### src/include/srs_map.vh
// Constants for the serial readback streaming block
//
// Contract
// - Status select low: bit 31 one, address echo, data, CRC.
// - Status select high: 1, 0, alert, result ready, comparator levels, data, CRC.
// - Streaming advances to next register address after each returned word.
// - Each streamed word carries 16-bit contents and 8-bit CRC, with no address.
// - Frame-length error when clock count differs from 32 plus 24 per word.
// - Data received while streaming never reaches the register map.
// - Auto-read enabled: every transaction returns the selected register.
// - Auto-read drives the selected pointer's contents during each transfer.
// - Auto-read: after frame select rises, selected address returns again.
// - Auto-read: frame select held low streams consecutive addresses.
// - CRC-8 polynomial x^8+x^2+x+1 over the preceding 24 bits.
// - Leading bit on frame select fall, others on clock rising edges.
// - Incoming data sampled on clock falling edges, MSB first, 32 bits.
`ifndef SRS_MAP_VH
`define SRS_MAP_VH

// ----------------------------------------------------------------
// Frame layout
// ----------------------------------------------------------------
`define SRS_FRAME_BITS      6'd32
`define SRS_STREAM_BITS     6'd24
`define SRS_ADDR_MSB        30
`define SRS_ADDR_LSB        24
`define SRS_DATA_MSB        23
`define SRS_DATA_LSB        8
`define SRS_CRC_POLY        8'h07
`define SRS_CRC_INIT        8'h00

// ----------------------------------------------------------------
// Register addresses and reset values
// ----------------------------------------------------------------
`define SRS_READ_SELECT_ADDR 7'h41
`define SRS_ADDR_RESET      7'h00
`define SRS_WORD_RESET      32'h0000_0000

`endif

### src/hdl/srs_readback.v
// Serial readback path: frame formatting, streaming and frame-length check
`timescale 1ns/1ps
`default_nettype none
`include "srs_map.vh"

module srs_readback (
    // Clock, reset, enable
    input  wire        clk,
    input  wire        rst_n,
    input  wire        ce,
    // Serial link pins
    input  wire        sclk,
    input  wire        sync_n,
    input  wire        sdi,
    output wire        sdo,
    // Readback select settings
    input  wire        return_status_select,
    input  wire        auto_read_en,
    input  wire [6:0]  read_sel_addr,
    // Status sources for the status header
    input  wire        alert_in,
    input  wire        adc_data_rdy,
    input  wire [3:0]  din_comp,
    // Register file read port
    output wire [6:0]  reg_rd_addr,
    input  wire [15:0] reg_rd_data,
    // Received write frame
    output wire        frame_valid,
    output wire [31:0] frame_word,
    // Frame-length error flag
    input  wire        err_clear,
    input  wire        err_mask,
    output wire        frame_length_error,
    output wire        alert
);

    // ----------------------------------------------------------------
    // Helpers
    // ----------------------------------------------------------------
    // CRC-8 over a 24-bit payload, MSB first
    function [7:0] crc24;
        input [23:0] d;
        integer i;
        reg [7:0] c;
        reg       fb;
        begin
            c = `SRS_CRC_INIT;
            for (i = 23; i >= 0; i = i - 1) begin
                fb = c[7] ^ d[i];
                c  = {c[6:0], 1'b0} ^ (fb ? `SRS_CRC_POLY : 8'h00);
            end
            crc24 = c;
        end
    endfunction

    // Full return word for a given address and contents
    function [31:0] fmt_word;
        input [6:0]  a;
        input [15:0] d;
        input        st;
        input [5:0]  s;
        reg   [23:0] p;
        begin
            p = st ? {1'b1, 1'b0, s, d} : {1'b1, a, d};
            fmt_word = {p, crc24(p)};
        end
    endfunction

    // ----------------------------------------------------------------
    // Pin synchronisers
    // ----------------------------------------------------------------
    reg [2:0] sclk_q;
    reg [2:0] sync_q;
    reg [1:0] sdi_q;

    // Two flops before use; third stage only for edge detection
    always @(posedge clk or negedge rst_n) begin
        if (!rst_n) begin
            sclk_q <= 3'h7;  // Parked-high idle, so reset makes no false edge
            sync_q <= 3'h7;
            sdi_q  <= 2'h0;
        end else if (ce) begin
            sclk_q <= {sclk_q[1:0], sclk};
            sync_q <= {sync_q[1:0], sync_n};
            sdi_q  <= {sdi_q[0], sdi};
        end
    end

    wire sclk_rise = sclk_q[1] & ~sclk_q[2];
    wire sclk_fall = ~sclk_q[1] & sclk_q[2];
    wire sync_fall = ~sync_q[1] & sync_q[2];
    wire sync_rise = sync_q[1] & ~sync_q[2];
    wire in_frame  = ~sync_q[1];

    // ----------------------------------------------------------------
    // Frame state
    // ----------------------------------------------------------------
    reg [31:0] tx_q;
    reg [31:0] rx_q;
    reg [5:0]  bitcnt_q;
    reg        strm_q;
    reg        extra_q;
    reg        ovf_q;
    reg        armed_q;
    reg        ret_en_q;
    reg [6:0]  addr_q;
    reg        fvalid_q;
    reg [31:0] fword_q;
    reg        err_q;

    wire [5:0] status_bits = {alert_in, adc_data_rdy, din_comp};
    wire [31:0] next_word  = fmt_word(addr_q, ret_en_q ? reg_rd_data : 16'h0000,
                                      return_status_select, status_bits);
    // Return enabled by auto-read or by a preceding select write
    wire ret_en = auto_read_en | armed_q;
    wire word_done = strm_q ? (bitcnt_q == `SRS_STREAM_BITS - 6'd1)
                            : (bitcnt_q == `SRS_FRAME_BITS - 6'd1);
    wire len_ok  = strm_q & (bitcnt_q == 6'd0) & ~ovf_q;
    wire wr_ok   = len_ok & ~extra_q & (crc24(rx_q[31:8]) == rx_q[7:0]);

    // ----------------------------------------------------------------
    // Transmit side
    // ----------------------------------------------------------------
    // The next register is fetched during the current word, so its data
    // is stable long before the word boundary on a slow serial clock.
    always @(posedge clk or negedge rst_n) begin
        if (!rst_n) begin
            tx_q     <= `SRS_WORD_RESET;
            addr_q   <= `SRS_ADDR_RESET;
            ret_en_q <= 1'b0;
        end else if (ce) begin
            if (!in_frame) begin
                addr_q   <= read_sel_addr;
                ret_en_q <= ret_en;
            end else if (sync_fall) begin
                tx_q   <= next_word;
                addr_q <= addr_q + 7'd1;
            end else if (sclk_fall && word_done && ret_en_q) begin
                // Park next word below the current bit; the rise shifts it up
                tx_q   <= {tx_q[31], next_word[23:0], 7'h00};
                addr_q <= addr_q + 7'd1;
            end else if (sclk_rise) begin
                tx_q <= {tx_q[30:0], 1'b0};
            end
        end
    end

    // ----------------------------------------------------------------
    // Receive side and clock counting
    // ----------------------------------------------------------------
    always @(posedge clk or negedge rst_n) begin
        if (!rst_n) begin
            rx_q     <= `SRS_WORD_RESET;
            bitcnt_q <= 6'd0;
            strm_q   <= 1'b0;
            extra_q  <= 1'b0;
            ovf_q    <= 1'b0;
            armed_q  <= 1'b0;
        end else if (ce) begin
            if (sync_fall) begin
                bitcnt_q <= 6'd0;
                strm_q   <= 1'b0;
                extra_q  <= 1'b0;
                ovf_q    <= 1'b0;
            end else if (sync_rise) begin
                // Arm only after a clean write to the select register
                armed_q <= wr_ok && (rx_q[`SRS_ADDR_MSB:`SRS_ADDR_LSB] == `SRS_READ_SELECT_ADDR);
            end else if (in_frame && sclk_fall) begin
                if (!strm_q) begin
                    rx_q <= {rx_q[30:0], sdi_q[1]};
                    if (word_done) begin
                        strm_q   <= 1'b1;
                        bitcnt_q <= 6'd0;
                    end else begin
                        bitcnt_q <= bitcnt_q + 6'd1;
                    end
                end else begin
                    // Input bits are dropped once the first word is done
                    if (!ret_en_q)
                        ovf_q <= 1'b1;
                    extra_q  <= 1'b1;
                    bitcnt_q <= word_done ? 6'd0 : bitcnt_q + 6'd1;
                end
            end
        end
    end

    // ----------------------------------------------------------------
    // Frame hand-off and error flag
    // ----------------------------------------------------------------
    // Set beats clear so an ending frame is never lost
    always @(posedge clk or negedge rst_n) begin
        if (!rst_n) begin
            fvalid_q <= 1'b0;
            fword_q  <= `SRS_WORD_RESET;
            err_q    <= 1'b0;
        end else if (ce) begin
            fvalid_q <= sync_rise & wr_ok;
            if (sync_rise && wr_ok)
                fword_q <= rx_q;
            if (sync_rise && !len_ok)
                err_q <= 1'b1;
            else if (err_clear)
                err_q <= 1'b0;
        end
    end

    assign sdo                = tx_q[31];
    assign reg_rd_addr        = addr_q;
    assign frame_valid        = fvalid_q;
    assign frame_word         = fword_q;
    assign frame_length_error = err_q;
    assign alert              = err_q & ~err_mask;

endmodule
`default_nettype wire

### config.mk
export PLATFORM = sky130hd
export DESIGN_NAME = srs_readback
export DESIGN_NICKNAME = d
export VERILOG_FILES = /design/src/hdl/srs_readback.v
export VERILOG_INCLUDE_DIRS = /design/src /design/src/include
export SDC_FILE = /design/constraint.sdc
export NUM_CORES = 1
export LEC_CHECK = 0
export BUFFER_PORTS_ARGS = -buffer_cell sky130_fd_sc_hd__clkbuf_2
export CORE_MARGIN = 2
export CORE_UTILIZATION = 45
export CTS_BUF_LIST = sky130_fd_sc_hd__clkbuf_2 sky130_fd_sc_hd__clkbuf_4 sky130_fd_sc_hd__clkbuf_8
export DETAILED_ROUTE_END_ITERATION = 8
export GPL_ROUTABILITY_DRIVEN = 0
export HOLD_SLACK_MARGIN = 0.05
export PLACE_DENSITY = 0.63
export SYNTH_ARGS = -nofsm -noshare
export SYNTH_HDL_FRONTEND = slang
export SYNTH_SLANG_ARGS = --single-unit
export TNS_END_PERCENT = 50
### constraint.sdc
create_clock -name clk -period 6.95 [get_ports clk]
set_input_delay 0.3475 -clock clk [delete_from_list [all_inputs] [get_ports clk]]
set_output_delay 0.3475 -clock clk [all_outputs]
set_load 0.02 [all_outputs]
==> results.txt, run 1 <==
The number of synthesized flops with an enable pin works out to 0. In this run the tightest slew margin relative to its limit is 25.7%. Between clock sinks in the finished design, the worst skew comes to 0.0138 ns. The logs give 33.6% for the fraction of power consumed by combinational cells and 15500 um for the final wirelength. The critical-path maximum fanout is 34. After detailed routing, the average wire length per cell comes to 16.3 um.

The logs give 7.26 ns for the data required time at the worst endpoint and 10900 um for the post-DP HPWL. The largest net degree at the start of global routing is 71, and the width of the chip is 129 um. Once routing completed, OpenROAD measured the worst setup slack at 2.85 ns.

Setup repair after global routing left no endpoint under its margin. The quantity of hold-fixing buffers added after cts is 0. For the filler-free cell count of the finished design, the log shows 954.

The most used flip-flop cell after synthesis is sky130_fd_sc_hd__dfrtp_1. The number of nets in the synthesized netlist is 713. The logs give 2.85 ns for the post-placement setup slack and 0 for the max-slew violation total from the final report. The first TritonRoute pass finished after 4 iterations. Net switching is 35.7% of the power. For the area enclosed by the die boundary, the log shows 16700 um2. The number of primary I/O pins was 82; the violation count after the first detailed-route iteration was 187. CTS built an H-tree with a depth of 4.

TritonCTS built the clock tree. In this run the remaining antenna-violating nets after routing total 0. The category of the most critical setup path is flip-flop to flip-flop.

The analysis attributes to net switching a power of 0.848 mW. Clock latency on the worst-skew pair: 0.43 ns. The CTS buffer count was 17; the number of distinct library cells after synthesis was 46. STA classifies the critical path startpoint as a flip-flop. The share of synthesized area occupied by flip-flops and latches is 44.1%, and the register bit count reported by yosys is 124.

The worst path uses 59.0% of the clock period. The tools report the number of hold-slack violations in the final timing report as 0. The first global-routing pass estimated 25800 um of wire. Across all layers, the routed design uses 5104 vias. The logs give 774 for the number of nets in the layout and 124 for the number of clock sinks seen by CTS.

Total leakage power: 3.78 nW. For the worst setup path, the data arrival time is 4.41 ns. The worst setup path is captured at a flip-flop. After clock tree synthesis, the clock-pin slew on the worst setup and hold paths is 0.07 ns. The tools report the initial antenna violation count as 0. Summed over all layers, the global routing overflow is 0.

Counting along the longest clock path gives a buffer depth of 2. The flow ran to the end, and the final reports show no timing, DRC or antenna violations. The final antenna diode count was 0; the total power divided by cell area was 300 nW/um2. The area growth from synthesis to layout is 12.1%. The setup TNS was 0 ns. The number of cell rows is 45, and the core occupancy in the finished layout is 51.9%. The total core area came out at 15300 um2. The top cell types in the final layout, fill and taps aside, are sky130_fd_sc_hd__dfrtp_1 (118), sky130_fd_sc_hd__nand2_1 (93), sky130_fd_sc_hd__clkbuf_2 (80). The number of setup buffers added after CTS is 0.

For this run, the total global-route usage over all layers was measured as 19.6%. The post-route cell area came out at 7920 um2. In the routed layout, each cell is associated on average with a via count of 5.35. After synthesis, the share of flip-flops with an asynchronous set or reset is 100%. The number of placed instances, taps included, is 922. The top achievable clock speed was 244 MHz; the height of the die was 129 um. At the pin with the least slew margin, the transition time is 1.11 ns.

After technology mapping, the gate count stands at 669. The number of I/O port buffers works out to 81. The min-delay analysis places its worst path in the category input port to asynchronous set/reset pin. In the final layout, the share of cells above drive strength 1 is 26.6%.

The post-place instance area is 7550 um2. Fill cells in the final layout number 1389. The worst path needs 4.10 ns of the cycle, external delays included. The tool flagged a number of max-cap violations equal to 0. Per report_power, the clock group accounts for 24.8% of the total. The number of global-route vias before repair is 5103.

The internal portion of the total power is 1.53 mW. The mean instance size in the synthesized netlist is 10.6 um2. The run gives 0.156 mV as the worst IR drop on VDD. The initial utilization of the core area, before any placement, comes to 46.3%. The Yosys step of the flow raised 0 warnings.

The logs give 41.6% for the relative contribution of sequential cells to total power and 7060 um2 for the mapped cell area. In this run, post-CTS repair resized a total of 0 instances. Setup violations remaining at the end of the flow were counted as 0. The library cell used most frequently in the layout, excluding fill and tap cells, is sky130_fd_sc_hd__dfrtp_1. The final routed DRC violation total was 0. The root buffer cell chosen for the clock tree is sky130_fd_sc_hd__clkbuf_8.
synth_stat cells (12+ instances only):
cell	number	area (um2)
sky130_fd_sc_hd__dfrtp_1	118	2950
sky130_fd_sc_hd__nand2_1	93	349
sky130_fd_sc_hd__xnor2_1	62	543
sky130_fd_sc_hd__o21ai_0	48	240
sky130_fd_sc_hd__a21oi_1	40	200
sky130_fd_sc_hd__mux2_2	38	428
sky130_fd_sc_hd__nor2_1	37	139
sky130_fd_sc_hd__clkbuf_1	35	131
sky130_fd_sc_hd__xor2_1	31	272
sky130_fd_sc_hd__mux2_4	28	420
sky130_fd_sc_hd__a31oi_1	18	113
sky130_fd_sc_hd__nand3_1	14	70.1
sky130_fd_sc_hd__mux2i_1	12	120
layer usage:
| metal | GRT usage, % | vias up | part of all wire, % |
|---|---|---|---|
| met4 | 6.71 | 0 | 2.0 |
| met3 | 4.13 | 21 | 3.8 |
| li1 | - | 2408 | - |
| met5 | 0 | - | 0 |
| met2 | 34.0 | 109 | 51 |
| met1 | 24.3 | 2566 | 43 |
per-stage QoR:
stage | power (mW) | hold slack [ns]
6_report | 2.38 | 0.0197
5_1_grt | 2.54 | 0.0702
4_1_cts | 2.40 | 0.0543
3_5_place_dp | 1.80 | 0.468
3_3_place_gp | 1.77 | 0.461
2_1_floorplan | 1.59 | 0.0519
critical path, stage by stage, from the launching register on:
cell and delay, ns:
sky130_fd_sc_hd__dfrtp_1 0.43, sky130_fd_sc_hd__inv_1 0.08, sky130_fd_sc_hd__ha_1 0.27, sky130_fd_sc_hd__xnor3_1 0.46
sky130_fd_sc_hd__xnor2_1 0.32, sky130_fd_sc_hd__xnor2_1 0.17, sky130_fd_sc_hd__xnor3_1 0.29, sky130_fd_sc_hd__mux2i_1 0.17
sky130_fd_sc_hd__mux2i_1 0.10, sky130_fd_sc_hd__or4_2 1.19, sky130_fd_sc_hd__mux2_4 0.47
power by group through the flow:
| stage | combinational, mW | clock [mW] | sequential [mW] |
|---|---|---|---|
| 2_1_floorplan | 0.622 | 0 | 0.965 |
| 3_3_place_gp | 0.783 | 0 | 0.992 |
| 3_5_place_dp | 0.801 | 0 | 0.998 |
| 4_1_cts | 0.804 | 0.609 | 0.986 |
| 5_1_grt | 0.891 | 0.639 | 1.01 |
| 6_report | 0.799 | 0.589 | 0.988 |
area by class of cell:
type | instances | area, um2 | area share [%]
tap | 211 | 264 | 3.34
timing repair buffer | 85 | 438 | 5.53
multi-input combinational | 491 | 3700 | 46.7
sequential | 124 | 3110 | 39.3
inverter | 11 | 41.3 | 0.522
clock buffer | 21 | 270 | 3.41
clock inverter | 11 | 95.1 | 1.20
kinds of logic after synthesis:
| kind of cell | share of synthesized area [%] |
|---|---|
| muxes | 13.7 |
| buffers and inverters | 3.70 |
| DFF | 44.1 |
| and+or+nand+nor | 9.84 |
| AOI/OAI and AO/OA | 10.3 |
| adders and majority gates | 0.886 |
| xor gates and xnor gates | 17.5 |
flip-flops by register name, indices dropped and copies added, names as in the netlist, 2 cells and up:
signal	count
frame_word	32
rx_q	32
tx_q	32
reg_rd_addr	7
bitcnt_q	6
sclk_q	3
sync_q	3
sdi_q	2
path summary, 6_finish.rpt:
| check | from | depth (start not counted) | to | slack (ns) |
|---|---|---|---|---|
| setup reg to reg | rx_q[28] | 10 | frame_word[28] | 2.85 |
| min in group clk | read_sel_addr[0] | 3 | reg_rd_addr[0] | 0.14 |
| hold / removal | rst_n | 1 | tx_q[21] | 0.02 |
| setup / recovery | rx_q[28] | 10 | frame_word[28] | 2.85 |
| max in group asynchronous | rst_n | 2 | reg_rd_addr[2] | 5.66 |
| hold reg to reg | tx_q[27] | 1 | tx_q[27] | 0.48 |
No activity file was read; power rests on OpenSTA's default activity.
==> inputs of run 2 (changes only) <==
Settings changed: PLACE_DENSITY 0.63 to 0.66.
Clock period 6.95 ns to 3.72 ns, I/O delays scaled along.
==> run 2 against run 1 <==
  * Clock skew decreased by 0.0042 ns
  * Wire length increased by 2.1%
  * Setup slack got worse by 2.6 ns
  * Via count increased by 0.78%
  * Sequential share of layout area decreased by 1.4 points
  * Critical path depth unchanged
  * Global-route usage increased by 0.36 points
  * Count of clock-buffer cells in the layout increased by 1
  * Clock power increased by 120%
  * Largest power group unchanged
==> results.txt, run 2 (synthesis gave the netlist of run 1 again) <==
The flow ran to the end, and the final reports show no timing, DRC or antenna violations. After detailed placement, the total cell area comes to 7610 um2. For the post-DP HPWL, the log shows 11200 um.

Cell internal power was estimated by the tool at 3.05 mW. The number of violations of the max-capacitance limit was 0. The clock net in this run drives a total of 124 sinks. The element type at the critical path start was a flip-flop. The worst path needs 3.47 ns of the cycle, external delays included. In this run the remaining antenna-violating nets after routing total 0. The number of hold-slack violations in the final timing report is 0. For this configuration, the core starts out at a cell density of 46.3%. TritonCTS built the clock tree. The width of the chip was 129 um; the layout overhead on the synthesized area was 16.3%. The CTS buffer count was 17; the area enclosed by the die boundary was 16700 um2. After detailed routing, the average wire length per cell comes to 16.3 um. For this design the total switching power over the nets is 1.58 mW.

Counting along the longest clock path gives a buffer depth of 2. The critical-path maximum fanout was 18. Of the cells placed in the final design, the portion with a size suffix greater than 1 is 27.4%. Setup violations remaining at the end of the flow were counted as 0. Before CTS, the worst setup slack after placement is -0.0208 ns.

STA classifies the critical path endpoint as a flip-flop. At the later pin of the worst-skew pair, clock insertion delay measures 0.45 ns. The critical path is of the flip-flop to flip-flop type. In this run the tightest slew margin relative to its limit is 22.4%.

The total leakage power is 3.93 nW. For this design the top-level I/O count stands at 82. The logs give 4.63 mW for the overall power consumption and 4.05 ns for the data required time at the worst endpoint.

The final layout contains 794 nets. For this run the aggregate overflow at the end of global routing stands at 0. The clock input transition at the sequential cells of the worst setup and hold paths was 0.07 ns; the worst IR drop on VDD was 0.247 mV.

For the number of global-route vias before repair, the log shows 5172. The violation count after the first detailed-route iteration was 285. The H-tree was split into 4 levels. The routed via count divided by cell count is 5.28. After floorplanning, the core was sized to cover 15300 um2. The clock skew after layout is 0.00957 ns. The tightest min-delay check is of the input port to flip-flop type. For the worst setup path, the data arrival time is 3.80 ns. Of the total power, combinational logic draws 33.1%. The top cell types in the final layout, fill and taps aside, are sky130_fd_sc_hd__dfrtp_1 (117), sky130_fd_sc_hd__nand2_1 (93), sky130_fd_sc_hd__clkbuf_2 (80). After detailed routing, the number of remaining DRC violations is 0. Wires add up to 15900 um. For the initial antenna violation count, the log shows 0.

Based on the critical path, the design can be clocked at up to 288 MHz. The count of vias placed by the detailed router came out at 5144. The aggregate global-route resource usage was 19.9%.

Setup slack on the critical path of the routed design comes to 0.247 ns. The tools report the length of the first detailed-routing pass in iterations as 4. In this run the power density over the cells is 564 nW/um2. In this run the clock root is driven by a sky130_fd_sc_hd__clkbuf_8.

The share of total power dissipated in the clock network is 27.5%. The logs give 0 for the max-slew violation total from the final report and 0 for the final antenna diode count. The run gives 45 as the number of cell rows. The global-route wire length before repair is 26000 um. The post-route cell area is 8210 um2. The final critical path takes up 93.4% of the cycle. Entering global routing, the biggest net connects 81 pins. In this run, flip-flops and latches consume 39.4% of the power.

The number of I/O port buffers was 81; the height of the die was 129 um. Setup repair after global routing left no endpoint under its margin. The library cell used most frequently in the layout, excluding fill and tap cells, is sky130_fd_sc_hd__dfrtp_1. Of the total power, the share spent switching nets is 34.2%. For the pin with the worst max-slew slack, the measured transition is 1.15 ns.
run 2: cell count changes in the layout (fill, tap and decap cells not counted), sizes merged:
cell,previous run,this run
clkbuf,101,102
dlygate4sd3,0,12
clkinvlp,3,2
bufinv,1,3
clkinv,6,4
buf,5,13
run 2: power groups by stage:
| stage | clock network (mW) | logic [mW] | registers, mW |
|---|---|---|---|
| after CTS | 1.31 | 1.54 | 1.82 |
| after global placement | 0 | 1.49 | 1.83 |
| final | 1.27 | 1.53 | 1.82 |
| after global routing | 1.37 | 1.71 | 1.86 |
| after detailed placement | 0 | 1.53 | 1.85 |
| after floorplan | 0 | 1.16 | 1.80 |
run 2: final cells by class:
type	instances	area [um2]
inverter	11	41.3
tap	211	264
timing repair buffer	105	651
sequential	124	3110
fill	1369	7050
clock inverter	10	138
clock buffer	22	297
multi-input combinational	491	3710
run 2: worst paths after layout:
check	from	endpoint	slack [ns]	depth (start not counted)
worst min register to register	tx_q[15]	tx_q[15]	0.48	2
max in group asynchronous	rst_n	sclk_q[0]	2.37	3
min in group asynchronous	rst_n	tx_q[19]	0.46	2
worst min-delay path	read_sel_addr[2]	reg_rd_addr[2]	0.06	3
worst max register to register	rx_q[27]	frame_word[7]	0.25	10
worst max-delay path	rx_q[27]	frame_word[7]	0.25	10
run 2: what timing repair did:
| action | in CTS | in global routing |
|---|---|---|
| hold buffers | 12 | 0 |
| hold endpoints to repair | 88 | 0 |
| resized for setup | 1 | 8 |
| setup endpoints to repair | 25 | 32 |
| pin swaps | 0 | 2 |
| setup buffers | 0 | 1 |
run 2: critical path, cell delays in order, from the launching register on:
cell	delay [ns]
sky130_fd_sc_hd__dfrtp_1	0.45
sky130_fd_sc_hd__inv_1	0.10
sky130_fd_sc_hd__ha_1	0.31
sky130_fd_sc_hd__xnor3_2	0.44
sky130_fd_sc_hd__xor2_2	0.23
sky130_fd_sc_hd__xnor3_1	0.41
sky130_fd_sc_hd__mux2i_1	0.21
sky130_fd_sc_hd__mux2i_1	0.12
sky130_fd_sc_hd__or4_4	0.59
sky130_fd_sc_hd__buf_12	0.19
sky130_fd_sc_hd__mux2_4	0.30
run 2: metrics by stage:
stage | setup TNS, ns | hold slack [ns] | cells | utilization [%]
after floorplan | 0 | -0.110 | 669 | -
after global placement | 0 | 0.416 | 929 | 49.9
after detailed placement | -0.228 | 0.430 | 929 | 49.9
after CTS | 0 | 0.0537 | 973 | 53.6
after global routing | 0 | 0.0628 | 974 | 53.8
final | 0 | 0.0637 | 974 | 53.8
run 2: metal layers:
layer,track usage [%],wire (um),vias up
met1,24.7,6770,2541
li1,-,-,2453
met3,4.62,609,25
met4,5.95,312,0
met5,0,0,-
met2,34.9,8160,125
